File: config.mk
export PLATFORM = sky130hd
export DESIGN_NAME = ascu_channel
export DESIGN_NICKNAME = d
export VERILOG_FILES = /design/src/ascu_channel.v
export VERILOG_INCLUDE_DIRS = /design/src
export SDC_FILE = /design/constraint.sdc
export NUM_CORES = 1
export LEC_CHECK = 0
export ABC_AREA = 0
export BUFFER_PORTS_ARGS = -buffer_cell sky130_fd_sc_hd__clkbuf_2
export CAP_MARGIN = 10
export CORE_UTILIZATION = 35
export CTS_CLUSTER_DIAMETER = 120
export DETAILED_ROUTE_END_ITERATION = 10
export PLACE_DENSITY_LB_ADDON = 0.1
export RECOVER_POWER = 50
export SLEW_MARGIN = 30
export SYNTH_ARGS = -nofsm -noshare
export SYNTH_HDL_FRONTEND = slang
export SYNTH_SLANG_ARGS = --single-unit
File: constraint.sdc
create_clock -name sys_clk -period 9.2 [get_ports sys_clk]
set_clock_uncertainty 0.2 [all_clocks]
set_input_delay 1.38 -clock sys_clk [delete_from_list [all_inputs] [get_ports sys_clk]]
set_output_delay 1.38 -clock sys_clk [all_outputs]
set_load 0.01 [all_outputs]
File: src/ascu_defines.vh
// Register offsets, field positions, reset values and timing counts of the serial channel
`ifndef ASCU_DEFINES_VH
`define ASCU_DEFINES_VH

// ------------------------------------------------------------
// Register offsets (3-bit register select)
// ------------------------------------------------------------
`define ASCU_OFS_DATA 3'h0
`define ASCU_OFS_IEN 3'h1
`define ASCU_OFS_IID 3'h2
`define ASCU_OFS_LCTL 3'h3
`define ASCU_OFS_MCTL 3'h4
`define ASCU_OFS_LSTAT 3'h5
`define ASCU_OFS_MSTAT 3'h6
`define ASCU_OFS_SCR 3'h7

// ------------------------------------------------------------
// Field positions
// ------------------------------------------------------------
`define ASCU_LC_STOP 2
`define ASCU_LC_PEN 3
`define ASCU_LC_EPS 4
`define ASCU_LC_STICK 5
`define ASCU_LC_BREAK 6
`define ASCU_LC_DIVSEL 7
`define ASCU_LS_DR 0
`define ASCU_LS_OE 1
`define ASCU_LS_PE 2
`define ASCU_LS_FE 3
`define ASCU_LS_BI 4
`define ASCU_LS_TX_HOLDING_EMPTY 5
`define ASCU_LS_TX_ALL_EMPTY 6

// ------------------------------------------------------------
// Interrupt identification codes and reset values
// ------------------------------------------------------------
`define ASCU_IID_NONE 8'h01
`define ASCU_IID_LINE 2'h3
`define ASCU_IID_RXD 2'h2
`define ASCU_IID_TX_HOLDING_EMPTY 2'h1
`define ASCU_IID_MODEM 2'h0
`define ASCU_LSTAT_RST 8'h60
`define ASCU_DIV_INIT 16'h0001
`define ASCU_LCTL_INIT 8'h03

// ------------------------------------------------------------
// Timing
// ------------------------------------------------------------
`define ASCU_OVS 5'h10
`define ASCU_MID_START 4'h7
`define ASCU_RST_HOLD_NS 500
`define ASCU_CLK_NS 50
`define ASCU_RST_HOLD_CYC ((`ASCU_RST_HOLD_NS + `ASCU_CLK_NS - 1) / `ASCU_CLK_NS)

`endif

File: src/ascu_channel.v
// Asynchronous serial channel: host registers, interrupt priority, baud generator, transmitter, receiver
// Contract
// - Identification bit 0 is low while an enabled interrupt pends, else high.
// - Identification reports only the highest-priority pending interrupt.
// - Priority line status 11, rx data 10, tx empty 01, modem 00.
// - Tx-empty interrupt clears on identification read of it or holding write.
// - Identification bits 7:3 always read zero.
// - Enable bits 0..3 gate rx data, tx empty, line status, modem status.
// - All enables clear suppress identification and irq output; flags keep updating.
// - Enable bits 7:4 held zero.
// - Host writes holding only when empty (the channel takes a holding write at any time and overwrites it); flag sets on move to shifter.
// - Idle both empty flags high; write clears holding-empty; all-empty low during character.
// - Holding moves only when shifter empty; all-empty sets after last bit.
// - Falling serial input edge starts count to start-bit middle at 16x.
// - Start accepted only if input still low mid-bit, else resume searching.
// - Line control sets length, stop bits, parity enable and polarity both ways; the receiver checks one stop bit whatever the stop select.
// - Reading receive buffer clears data-ready.
// - New character into unread buffer sets overrun.
// - With parity on, check parity bit before stop; mismatch sets parity error.
// - Stop bit sampled low sets framing error.
// - Baud generator divides external clock by 16-bit divisor; 1 is fastest.
// - Generator output is 16x bit rate; writing a latch reloads counter.
// - Reset held 500 ns clears counters, line status except empties, modem control.
// - Reset leaves line control, divisors, receive buffer, holding register unchanged.
// - Enabling tx-empty interrupt after reset raises it at once.
module ascu_channel #(
    parameter DATA_W = 8
) (
    // Clock and reset
    input wire sys_clk,
    input wire rst_n,
    // Host parallel bus
    input wire host_cs,
    input wire host_rd,
    input wire host_wr,
    input wire [2:0] host_addr,
    input wire [DATA_W-1:0] host_data_bus_in,
    output reg [DATA_W-1:0] host_data_bus_out,
    output reg host_data_bus_oe,
    // Baud source
    input wire ext_clock_in,
    // Serial line and modem
    input wire serial_in,
    output reg serial_out,
    input wire cts_n,
    input wire dsr_n,
    input wire ri_n,
    input wire dcd_n,
    output reg rts_n,
    output reg dtr_n,
    output reg out1_n,
    output reg out2_n,
    // Interrupt
    output reg irq_output
);
`include "ascu_defines.vh"

    // ------------------------------------------------------------
    // Registers
    // ------------------------------------------------------------
    reg [7:0] line_control_q, modem_control_q, scratch_q, tx_holding_reg_q, rx_buffer_reg_q;
    reg [7:0] divisor_low_q, divisor_high_q;
    reg [3:0] interrupt_enable_q;
    reg dr_q, oe_q, pe_q, fe_q, bi_q, tx_holding_empty_q, tx_all_empty_q, tx_holding_empty_irq_q;
    reg [3:0] mdelta_q;
    reg [3:0] mline_q;
    reg ext_q, ext_prev_q;
    reg [15:0] baud_cnt_q;
    reg tick_q;

    wire rd_now = host_cs & host_rd;
    wire wr_now = host_cs & host_wr;
    wire divsel = line_control_q[`ASCU_LC_DIVSEL];
    wire wr_thr = wr_now & (host_addr == `ASCU_OFS_DATA) & ~divsel;
    wire rd_rbr = rd_now & (host_addr == `ASCU_OFS_DATA) & ~divsel;
    wire wr_div = wr_now & (host_addr[2:1] == 2'h0) & divsel;
    wire rd_lsr = rd_now & (host_addr == `ASCU_OFS_LSTAT);
    wire rd_msr = rd_now & (host_addr == `ASCU_OFS_MSTAT);
    wire rd_iid = rd_now & (host_addr == `ASCU_OFS_IID);

    // Data bits per character: word length code plus 5
    function [3:0] ascu_data_bits;
        input [1:0] wl;
        ascu_data_bits = {2'h0, wl} + 4'h5;
    endfunction

    // ------------------------------------------------------------
    // Baud generator
    // ------------------------------------------------------------
    // The external clock is sampled; its rising edges advance the divider
    wire ext_rise = ext_q & ~ext_prev_q;
    wire [15:0] divisor = {divisor_high_q, divisor_low_q};
    always @(posedge sys_clk) begin
        ext_q <= ext_clock_in;
        ext_prev_q <= ext_q;
        tick_q <= 1'b0;
        if (!rst_n) begin
            baud_cnt_q <= 16'h0001;
        end else if (wr_div) begin
            baud_cnt_q <= 16'h0001;
        end else if (ext_rise) begin
            if (baud_cnt_q <= 16'h0001) begin
                baud_cnt_q <= divisor;
                tick_q <= 1'b1;
            end else begin
                baud_cnt_q <= baud_cnt_q - 16'h0001;
            end
        end
    end

    // ------------------------------------------------------------
    // Transmitter
    // ------------------------------------------------------------
    localparam TX_IDLE = 2'h0, TX_START = 2'h1, TX_BITS = 2'h2, TX_STOP = 2'h3;
    reg [1:0] tx_st_q;
    reg [3:0] tx_sub_q;
    reg [3:0] tx_bit_q;
    reg [9:0] tx_shift_q;
    reg [4:0] tx_stop_len_q;
    wire [3:0] nbits = ascu_data_bits(line_control_q[1:0]);
    wire tx_par = line_control_q[`ASCU_LC_STICK] ? ~line_control_q[`ASCU_LC_EPS] :
                  (^(tx_holding_reg_q & (8'hFF >> (4'h8 - nbits)))) ^ ~line_control_q[`ASCU_LC_EPS];
    wire [3:0] tx_total = nbits + {3'h0, line_control_q[`ASCU_LC_PEN]};
    always @(posedge sys_clk) begin
        if (!rst_n) begin
            tx_st_q <= TX_IDLE;
            tx_sub_q <= 4'h0;
            tx_bit_q <= 4'h0;
            tx_shift_q <= 10'h3FF;
            tx_stop_len_q <= 5'h0;
            tx_holding_empty_q <= 1'b1;
            tx_all_empty_q <= 1'b1;
            serial_out <= 1'b1;
        end else begin
            if (wr_thr)
                tx_holding_empty_q <= 1'b0;
            case (tx_st_q)
                TX_IDLE: begin
                    serial_out <= 1'b1;
                    if (!tx_holding_empty_q && tick_q) begin
                        // Data right-justified, parity just above it, stop ones fill the rest
                        tx_shift_q <= {2'h0, tx_holding_reg_q & (8'hFF >> (4'h8 - nbits))} |
                                      ({9'h000, tx_par} << nbits) |
                                      (10'h3FF << tx_total);
                        tx_st_q <= TX_START;
                        tx_sub_q <= 4'h0;
                        tx_all_empty_q <= 1'b0;
                        tx_holding_empty_q <= 1'b1;
                    end
                end
                TX_START: begin
                    serial_out <= 1'b0;
                    if (tick_q) begin
                        tx_sub_q <= tx_sub_q + 4'h1;
                        if (tx_sub_q == 4'hF) begin
                            tx_st_q <= TX_BITS;
                            tx_bit_q <= 4'h0;
                        end
                    end
                end
                TX_BITS: begin
                    serial_out <= tx_shift_q[0];
                    if (tick_q) begin
                        tx_sub_q <= tx_sub_q + 4'h1;
                        if (tx_sub_q == 4'hF) begin
                            tx_shift_q <= {1'b1, tx_shift_q[9:1]};
                            tx_bit_q <= tx_bit_q + 4'h1;
                            if (tx_bit_q == tx_total - 4'h1) begin
                                tx_st_q <= TX_STOP;
                                // 1 stop bit; with stop select set, 1.5 for 5-bit characters, else 31 ticks
                                tx_stop_len_q <= !line_control_q[`ASCU_LC_STOP] ? 5'h10 :
                                                 (line_control_q[1:0] == 2'h0 ? 5'h18 : 5'h1F);
                            end
                        end
                    end
                end
                TX_STOP: begin
                    serial_out <= 1'b1;
                    if (tick_q) begin
                        tx_stop_len_q <= tx_stop_len_q - 5'h1;
                        if (tx_stop_len_q == 5'h1) begin
                            tx_st_q <= TX_IDLE;
                            tx_all_empty_q <= tx_holding_empty_q & ~wr_thr;
                        end
                    end
                end
                default: tx_st_q <= TX_IDLE;
            endcase
            if (line_control_q[`ASCU_LC_BREAK])
                serial_out <= 1'b0;
        end
    end

    // ------------------------------------------------------------
    // Receiver
    // ------------------------------------------------------------
    localparam RX_HUNT = 2'h0, RX_START = 2'h1, RX_BITS = 2'h2;
    reg [1:0] rx_st_q;
    reg [3:0] rx_sub_q;
    reg [3:0] rx_bit_q;
    reg [9:0] rx_shifter_q;
    reg rx_s1_q, rx_s2_q, rx_prev_q;
    wire rx_line = modem_control_q[4] ? serial_out : rx_s2_q;
    wire [3:0] rx_total = tx_total + 4'h1;
    wire [9:0] rx_full = {rx_line, rx_shifter_q[9:1]} >> (4'hA - rx_total);
    wire [7:0] rx_data = rx_full[7:0] & (8'hFF >> (4'h8 - nbits));
    wire rx_par_bit = rx_full[nbits];
    wire rx_par_ok = line_control_q[`ASCU_LC_STICK] ? (rx_par_bit == ~line_control_q[`ASCU_LC_EPS]) :
                     ((^rx_data) ^ rx_par_bit ^ ~line_control_q[`ASCU_LC_EPS]) == 1'b0;
    wire rx_done = (rx_st_q == RX_BITS) & tick_q & (rx_sub_q == 4'hF) & (rx_bit_q == rx_total - 4'h1);
    always @(posedge sys_clk) begin
        rx_s1_q <= serial_in;
        rx_s2_q <= rx_s1_q;
        if (!rst_n) begin
            rx_st_q <= RX_HUNT;
            rx_sub_q <= 4'h0;
            rx_bit_q <= 4'h0;
            rx_prev_q <= 1'b1;
            rx_shifter_q <= 10'h0;
        end else begin
            rx_prev_q <= rx_line;
            case (rx_st_q)
                RX_HUNT: if (rx_prev_q && !rx_line) begin
                    rx_st_q <= RX_START;
                    rx_sub_q <= 4'h0;
                end
                RX_START: if (tick_q) begin
                    rx_sub_q <= rx_sub_q + 4'h1;
                    if (rx_sub_q == `ASCU_MID_START) begin
                        rx_sub_q <= 4'h0;
                        rx_bit_q <= 4'h0;
                        rx_st_q <= rx_line ? RX_HUNT : RX_BITS;
                    end
                end
                RX_BITS: if (tick_q) begin
                    rx_sub_q <= rx_sub_q + 4'h1;
                    if (rx_sub_q == 4'hF) begin
                        rx_shifter_q <= {rx_line, rx_shifter_q[9:1]};
                        rx_bit_q <= rx_bit_q + 4'h1;
                        if (rx_done)
                            rx_st_q <= RX_HUNT;
                    end
                end
                default: rx_st_q <= RX_HUNT;
            endcase
        end
    end

    // ------------------------------------------------------------
    // Line and modem status
    // ------------------------------------------------------------
    // Sets win over read-clears so no event is lost
    wire [3:0] mline_now = modem_control_q[4] ?
        {modem_control_q[3], modem_control_q[2], modem_control_q[0], modem_control_q[1]} :
        {~dcd_n, ~ri_n, ~dsr_n, ~cts_n};
    wire [3:0] mchg = {mline_now[3] ^ mline_q[3], mline_q[2] & ~mline_now[2],
                       mline_now[1] ^ mline_q[1], mline_now[0] ^ mline_q[0]};
    always @(posedge sys_clk) begin
        if (rx_done)
            rx_buffer_reg_q <= rx_data;
        if (wr_thr)
            tx_holding_reg_q <= host_data_bus_in;
        if (!rst_n) begin
            dr_q <= 1'b0;
            oe_q <= 1'b0;
            pe_q <= 1'b0;
            fe_q <= 1'b0;
            bi_q <= 1'b0;
            mdelta_q <= 4'h0;
            mline_q <= 4'h0;
        end else begin
            mline_q <= mline_now;
            dr_q <= rx_done | (dr_q & ~rd_rbr);
            oe_q <= (rx_done & dr_q & ~rd_rbr) | (oe_q & ~rd_lsr);
            pe_q <= (rx_done & line_control_q[`ASCU_LC_PEN] & ~rx_par_ok) | (pe_q & ~rd_lsr);
            fe_q <= (rx_done & ~rx_line) | (fe_q & ~rd_lsr);
            bi_q <= (rx_done & ~rx_line & (rx_data == 8'h00)) | (bi_q & ~rd_lsr);
            mdelta_q <= mchg | (mdelta_q & {4{~rd_msr}});
        end
    end

    // ------------------------------------------------------------
    // Interrupt priority
    // ------------------------------------------------------------
    wire line_pend = interrupt_enable_q[2] & (oe_q | pe_q | fe_q | bi_q);
    wire rxd_pend = interrupt_enable_q[0] & dr_q;
    wire tx_holding_empty_pend = interrupt_enable_q[1] & tx_holding_empty_irq_q;
    wire mod_pend = interrupt_enable_q[3] & (|mdelta_q);
    reg [7:0] iid;
    always @* begin
        iid = `ASCU_IID_NONE;
        if (line_pend)
            iid = {5'h0, `ASCU_IID_LINE, 1'b0};
        else if (rxd_pend)
            iid = {5'h0, `ASCU_IID_RXD, 1'b0};
        else if (tx_holding_empty_pend)
            iid = {5'h0, `ASCU_IID_TX_HOLDING_EMPTY, 1'b0};
        else if (mod_pend)
            iid = {5'h0, `ASCU_IID_MODEM, 1'b0};
    end
    reg tx_holding_empty_prev_q;
    wire ien_wr = wr_now & (host_addr == `ASCU_OFS_IEN) & ~divsel;

    // ------------------------------------------------------------
    // Host registers
    // ------------------------------------------------------------
    always @(posedge sys_clk) begin
        if (wr_now && host_addr == `ASCU_OFS_LCTL)
            line_control_q <= host_data_bus_in;
        if (wr_div && !host_addr[0])
            divisor_low_q <= host_data_bus_in;
        if (wr_div && host_addr[0])
            divisor_high_q <= host_data_bus_in;
        if (wr_now && host_addr == `ASCU_OFS_SCR)
            scratch_q <= host_data_bus_in;
        if (!rst_n) begin
            modem_control_q <= 8'h00;
            interrupt_enable_q <= 4'h0;
            tx_holding_empty_irq_q <= 1'b1;
            tx_holding_empty_prev_q <= 1'b1;
            host_data_bus_out <= 8'h00;
            host_data_bus_oe <= 1'b0;
            irq_output <= 1'b0;
            {out2_n, out1_n, rts_n, dtr_n} <= 4'hF;
        end else begin
            if (wr_now && host_addr == `ASCU_OFS_MCTL)
                modem_control_q <= host_data_bus_in & 8'h1F;
            if (ien_wr)
                interrupt_enable_q <= host_data_bus_in[3:0];
            tx_holding_empty_prev_q <= tx_holding_empty_q;
            if (tx_holding_empty_q && !tx_holding_empty_prev_q)
                tx_holding_empty_irq_q <= 1'b1;
            else if (wr_thr || (rd_iid && iid[3:1] == {1'b0, `ASCU_IID_TX_HOLDING_EMPTY}))
                tx_holding_empty_irq_q <= 1'b0;
            irq_output <= ~iid[0];
            {out2_n, out1_n, rts_n, dtr_n} <= ~modem_control_q[3:0] | {4{modem_control_q[4]}};
            host_data_bus_oe <= rd_now;
            case (host_addr)
                `ASCU_OFS_DATA: host_data_bus_out <= divsel ? divisor_low_q : rx_buffer_reg_q;
                `ASCU_OFS_IEN: host_data_bus_out <= divsel ? divisor_high_q : {4'h0, interrupt_enable_q};
                `ASCU_OFS_IID: host_data_bus_out <= iid;
                `ASCU_OFS_LCTL: host_data_bus_out <= line_control_q;
                `ASCU_OFS_MCTL: host_data_bus_out <= modem_control_q;
                `ASCU_OFS_LSTAT: host_data_bus_out <= {1'b0, tx_all_empty_q, tx_holding_empty_q,
                                                        bi_q, fe_q, pe_q, oe_q, dr_q};
                `ASCU_OFS_MSTAT: host_data_bus_out <= {mline_q, mdelta_q};
                default: host_data_bus_out <= scratch_q;
            endcase
        end
    end
endmodule // ascu_channel

==> qor.tcl <==
set qor(critical_path.reg2reg.endpoint) {pe_q}
set qor(drt_drc_violations_left) 0
set qor(total_number_of_yosys_warnings) 0
set qor(timing.max_cap.violations) 3
set qor(detailedPlacementHpwl_um) 15000
set qor(fp.dieW_um) 153
set qor(antenna-diode-count) 0
set qor(post_cts.resized_instances) 0
set qor(synth.avg_cell_area_um2) 9.27
set qor(synthToLayoutAreaGrowth_pct) 12.6
set qor(route.vias.total) 6358
set qor(antenna_violating_nets_post_route) 0
set qor(synth_largest_type_area_fraction_pct) 26.7
set qor(floorplan.core_area_um2) 22600
set qor(initial_utilization_pct) 35.5
set qor(fp-row-count) 55
set qor(netlist_instances) 865
set qor(clock_insertion_delay_worst_skew_ns) 0.44
set qor(fill_cells) 2312
set qor(crit_path_top_delay_cell) {fa_1}
set qor(r2r_setup_slack_ns) 3.77
set qor(synth_enable_flop_cells) 48
set qor(max_stage_delay_ns) 0.81
set qor(finalWirelength_um) 21200
set qor(track_usage_pct) 18.6
set qor(cts.path.max_buffers) 2
set qor(cts_setup_buffers) 0
set qor(run_status) {finished with violations}
set qor(grt_max_degree) 47
set qor(muxShareOfSynthArea_pct) 6.16
set qor(peakVddDrop_uv) 201
set qor(maxSlewHeadroom_pct) -52.6
set qor(worstHoldPathType) {reg -> reg}
set qor(routed_via_density) 5.37
set qor(report.final.setup_viol) 0
set qor(synth_top_family_by_area) {simple AND/OR/NAND/NOR gates}
set qor(worst_r2r_path_depth) 15
set qor(timing.critical_path.required_ns) 9.30
set qor(ys_async_sr_fraction_pct) 0
set qor(netlist_top_cells_count) {107 x dfxtp_1, 93 x nand2_1, 72 x nor2_1, 59 x a21oi_1, 55 x o21ai_0}
set qor(final_net_count) 940
set qor(mapped_cell_area_um2) 8020
set qor(worst_setup_hold_path_clk_slew_ns) 0.07
set qor(crit_fanout) 14
set qor(timing.critical_path.from_type) {flop}
set qor(cts_inserted_buffers) 17
set qor(ff_latch_area_um2) 3580
set qor(drv_slew) 119
set qor(critical-path-top-delay-family) {adder cells}
set qor(fp.dieArea_um2) 23500
set qor(grt_first_pass_wirelength_um) 33800
set qor(postLayoutCoreUtil_pct) 40.0
set qor(synth.most_common_cell) {dfxtp_1}
set qor(post_route_cells_drive_above_1_share_pct) 9.11
set qor(unrepaired_setup_endpoints_after_global_routing) {false}
set qor(worst-path-buf-inv) 1
set qor(drt_iter0_markers) 419
set qor(tns_ns) 0
set qor(static-leakage-power_nw) 3.24
set qor(yosys.area_share.adder_pct) 4.93
set qor(detailedRoute.firstPassIterationCount) 5
set qor(max_freq_ghz) 0.184
set qor(first_global_vias) 5953
set qor(hold_viol_final) 0
set qor(floorplan.die.height_um) 153
set qor(regToRegStartpoint) {line_control_q[0]}
set qor(i_o_buffers) 36
set qor(multi_input_area_um2) 4130
set qor(hold_path_startpoint) {rx_s1_q}
set qor(cts-root-buf) {clkbuf_16}
set qor(synth_top_flop_cell) {dfxtp_1}
set qor(routedWlPerCell_um) 17.9
set qor(crit_arrival_ns) 5.54
set qor(cts_hold_buf) 0
set qor(synth_simple_gate_area_share_pct) 19.8
set qor(worst-slew-pin-transition_ns) 2.29
set qor(h-tree-depth) 4
set qor(antenna_found_initial) 0
set qor(post_synth_main_area_contributors) {dfxtp_1 27%, edfxtp_1 18%, ha_1 4.7%}
set qor(critical_path_class) {reg -> reg}
set qor(yosys_register_bits) 155
set qor(failing_checks) {capacitance limit, slew limit}
set qor(timing.critical_path.to_type) {flop}
set qor(gp_congestion) 0.821
set qor(cts_tree) {done}
set qor(share_of_the_clock_period_used_by_the_worst_path_pct) 59.1
set qor(grt_overflow) 0
set qor(final.min_clock_period_ns) 5.43
set qor(synth-compound-area-share_pct) 16.2
set qor(post_synth_xor_area_fraction_pct) 4.18
set qor(timing.critical_path.cells) {inv_1 > ha_1 > fa_1 > ha_1 > ha_1 > xnor2_1 > mux4_2 > or2_2 > ha_1 > xnor2_1 > xnor2_1 > nor2_1 > xor2_1 > xnor2_1 > o21ai_0}
set qor(synthDistinctLibCells) 73
set qor(synth.largest_area_cell) {dfxtp_1}
set qor(io_pins) 37
set qor(holdPathEnd) {rx_s2_q}
set qor(clock_sinks) 155
set qor(power-per-cell-area_nw_per_um2) 221
set qor(ys_seq_area_share_pct) 44.7
set qor(nets_in_the_synthesized_netlist) 918
set qor(hold_depth) 0
[worst register-to-register path: cells and delay by family (launching register included)]
family	cells	cell delay [ns]
flip-flops	1	0.72
multiplexers	1	0.39
AO/OA/AOI/OAI	1	0.10
adder cells (fa/ha/maj)	5	2.04
buffers and inverters	1	0.29
AND/OR/NAND/NOR	2	0.42
XOR/XNOR	5	1.17
[per-layer routing]
metal / part of all wire [%] / up-vias / GRT usage, % / wire, um
li1: - / 3167 / - / -
met1: 49 / 3050 / 25.5 / 10300
met2: 47 / 125 / 30.0 / 10000
met3: 3.2 / 16 / 3.49 / 672
met4: 1.0 / 0 / 4.38 / 214
met5: 0 / - / 0 / 0
[cell usage in the layout (no fill, tap or decap), types with 6 or more instances in the layout]
cell,count
dfxtp_1,107
nand2_1,93
nor2_1,72
a21oi_1,58
o21ai_0,56
edfxtp_1,48
mux2i_1,37
inv_1,36
nand3_1,31
ha_1,30
clkbuf_1,29
nor3_1,22
xnor2_1,21
clkbuf_16,20
nor2b_1,19
clkbuf_2,12
a31oi_1,11
nand3b_1,11
a211oi_1,10
nand2b_1,10
xor2_1,9
and2_1,8
inv_6,8
nor4_1,7
o31ai_1,7
and3_1,7
o211ai_1,7
nand4_1,7
o22ai_1,6
a21boi_0,6
a32oi_1,6
buf_4,6
[sequential cells by signal, summed over array words and instances, names as in the netlist, 5 cells and up]
signal	flops
baud_cnt_q	16
divisor_high_q	8
divisor_low_q	8
host_data_bus_out	8
line_control_q	8
modem_control_q	5
rx_buffer_reg_q	8
rx_shifter_q	9
scratch_q	8
tx_holding_reg_q	8
tx_shift_q	10
tx_stop_len_q	5
[how the worst max path moves through the flow]
stage                            startpoint   end  slack [ns]  cells past startpoint
after global routing      line_control_q[0]  pe_q        3.43                     15
after CTS                 line_control_q[0]  pe_q        3.80                     15
final                     line_control_q[0]  pe_q        3.77                     15
after floorplan           line_control_q[0]  pe_q        4.66                     17
after detailed placement  line_control_q[0]  pe_q        3.81                     15
after global placement    line_control_q[0]  pe_q        3.92                     15
[final cells by class]
type	instances	area share (%)
Inverter	37	1.54
Tap cell	285	3.95
Multi-Input combinational cell	630	45.8
Clock inverter	11	1.15
Sequential cell	155	39.7
Clock buffer	21	5.58
Timing Repair Buffer	46	2.33
[power breakdown]
part / switching [W] / internal, W
sequential: 0.0000439 / 0.000746
combinational: 0.000313 / 0.000173
clock: 0.000317 / 0.000407
[cells by family after synthesis]
kind of cell | after synthesis
AOI/OAI and AO/OA | 205
DFF | 155
and+or+nand+nor | 317
muxes | 44
buffers and inverters | 80
xor gates and xnor gates | 33
adders and majority gates | 31
[stage by stage]
stage	power [W]	setup WS, ns	hold WS (ns)	std cells	cell area, um2
floorplan	0.00119	4.66	0.110	865	8020
global placement	0.00128	3.92	0.134	1153	8450
detailed placement	0.00129	3.81	0.129	1153	8460
CTS	0.00202	3.80	0.145	1185	9070
global route	0.00210	3.43	0.156	1185	9030
finish	0.00200	3.77	0.146	1185	9030
(Power assumes the default switching activity.)
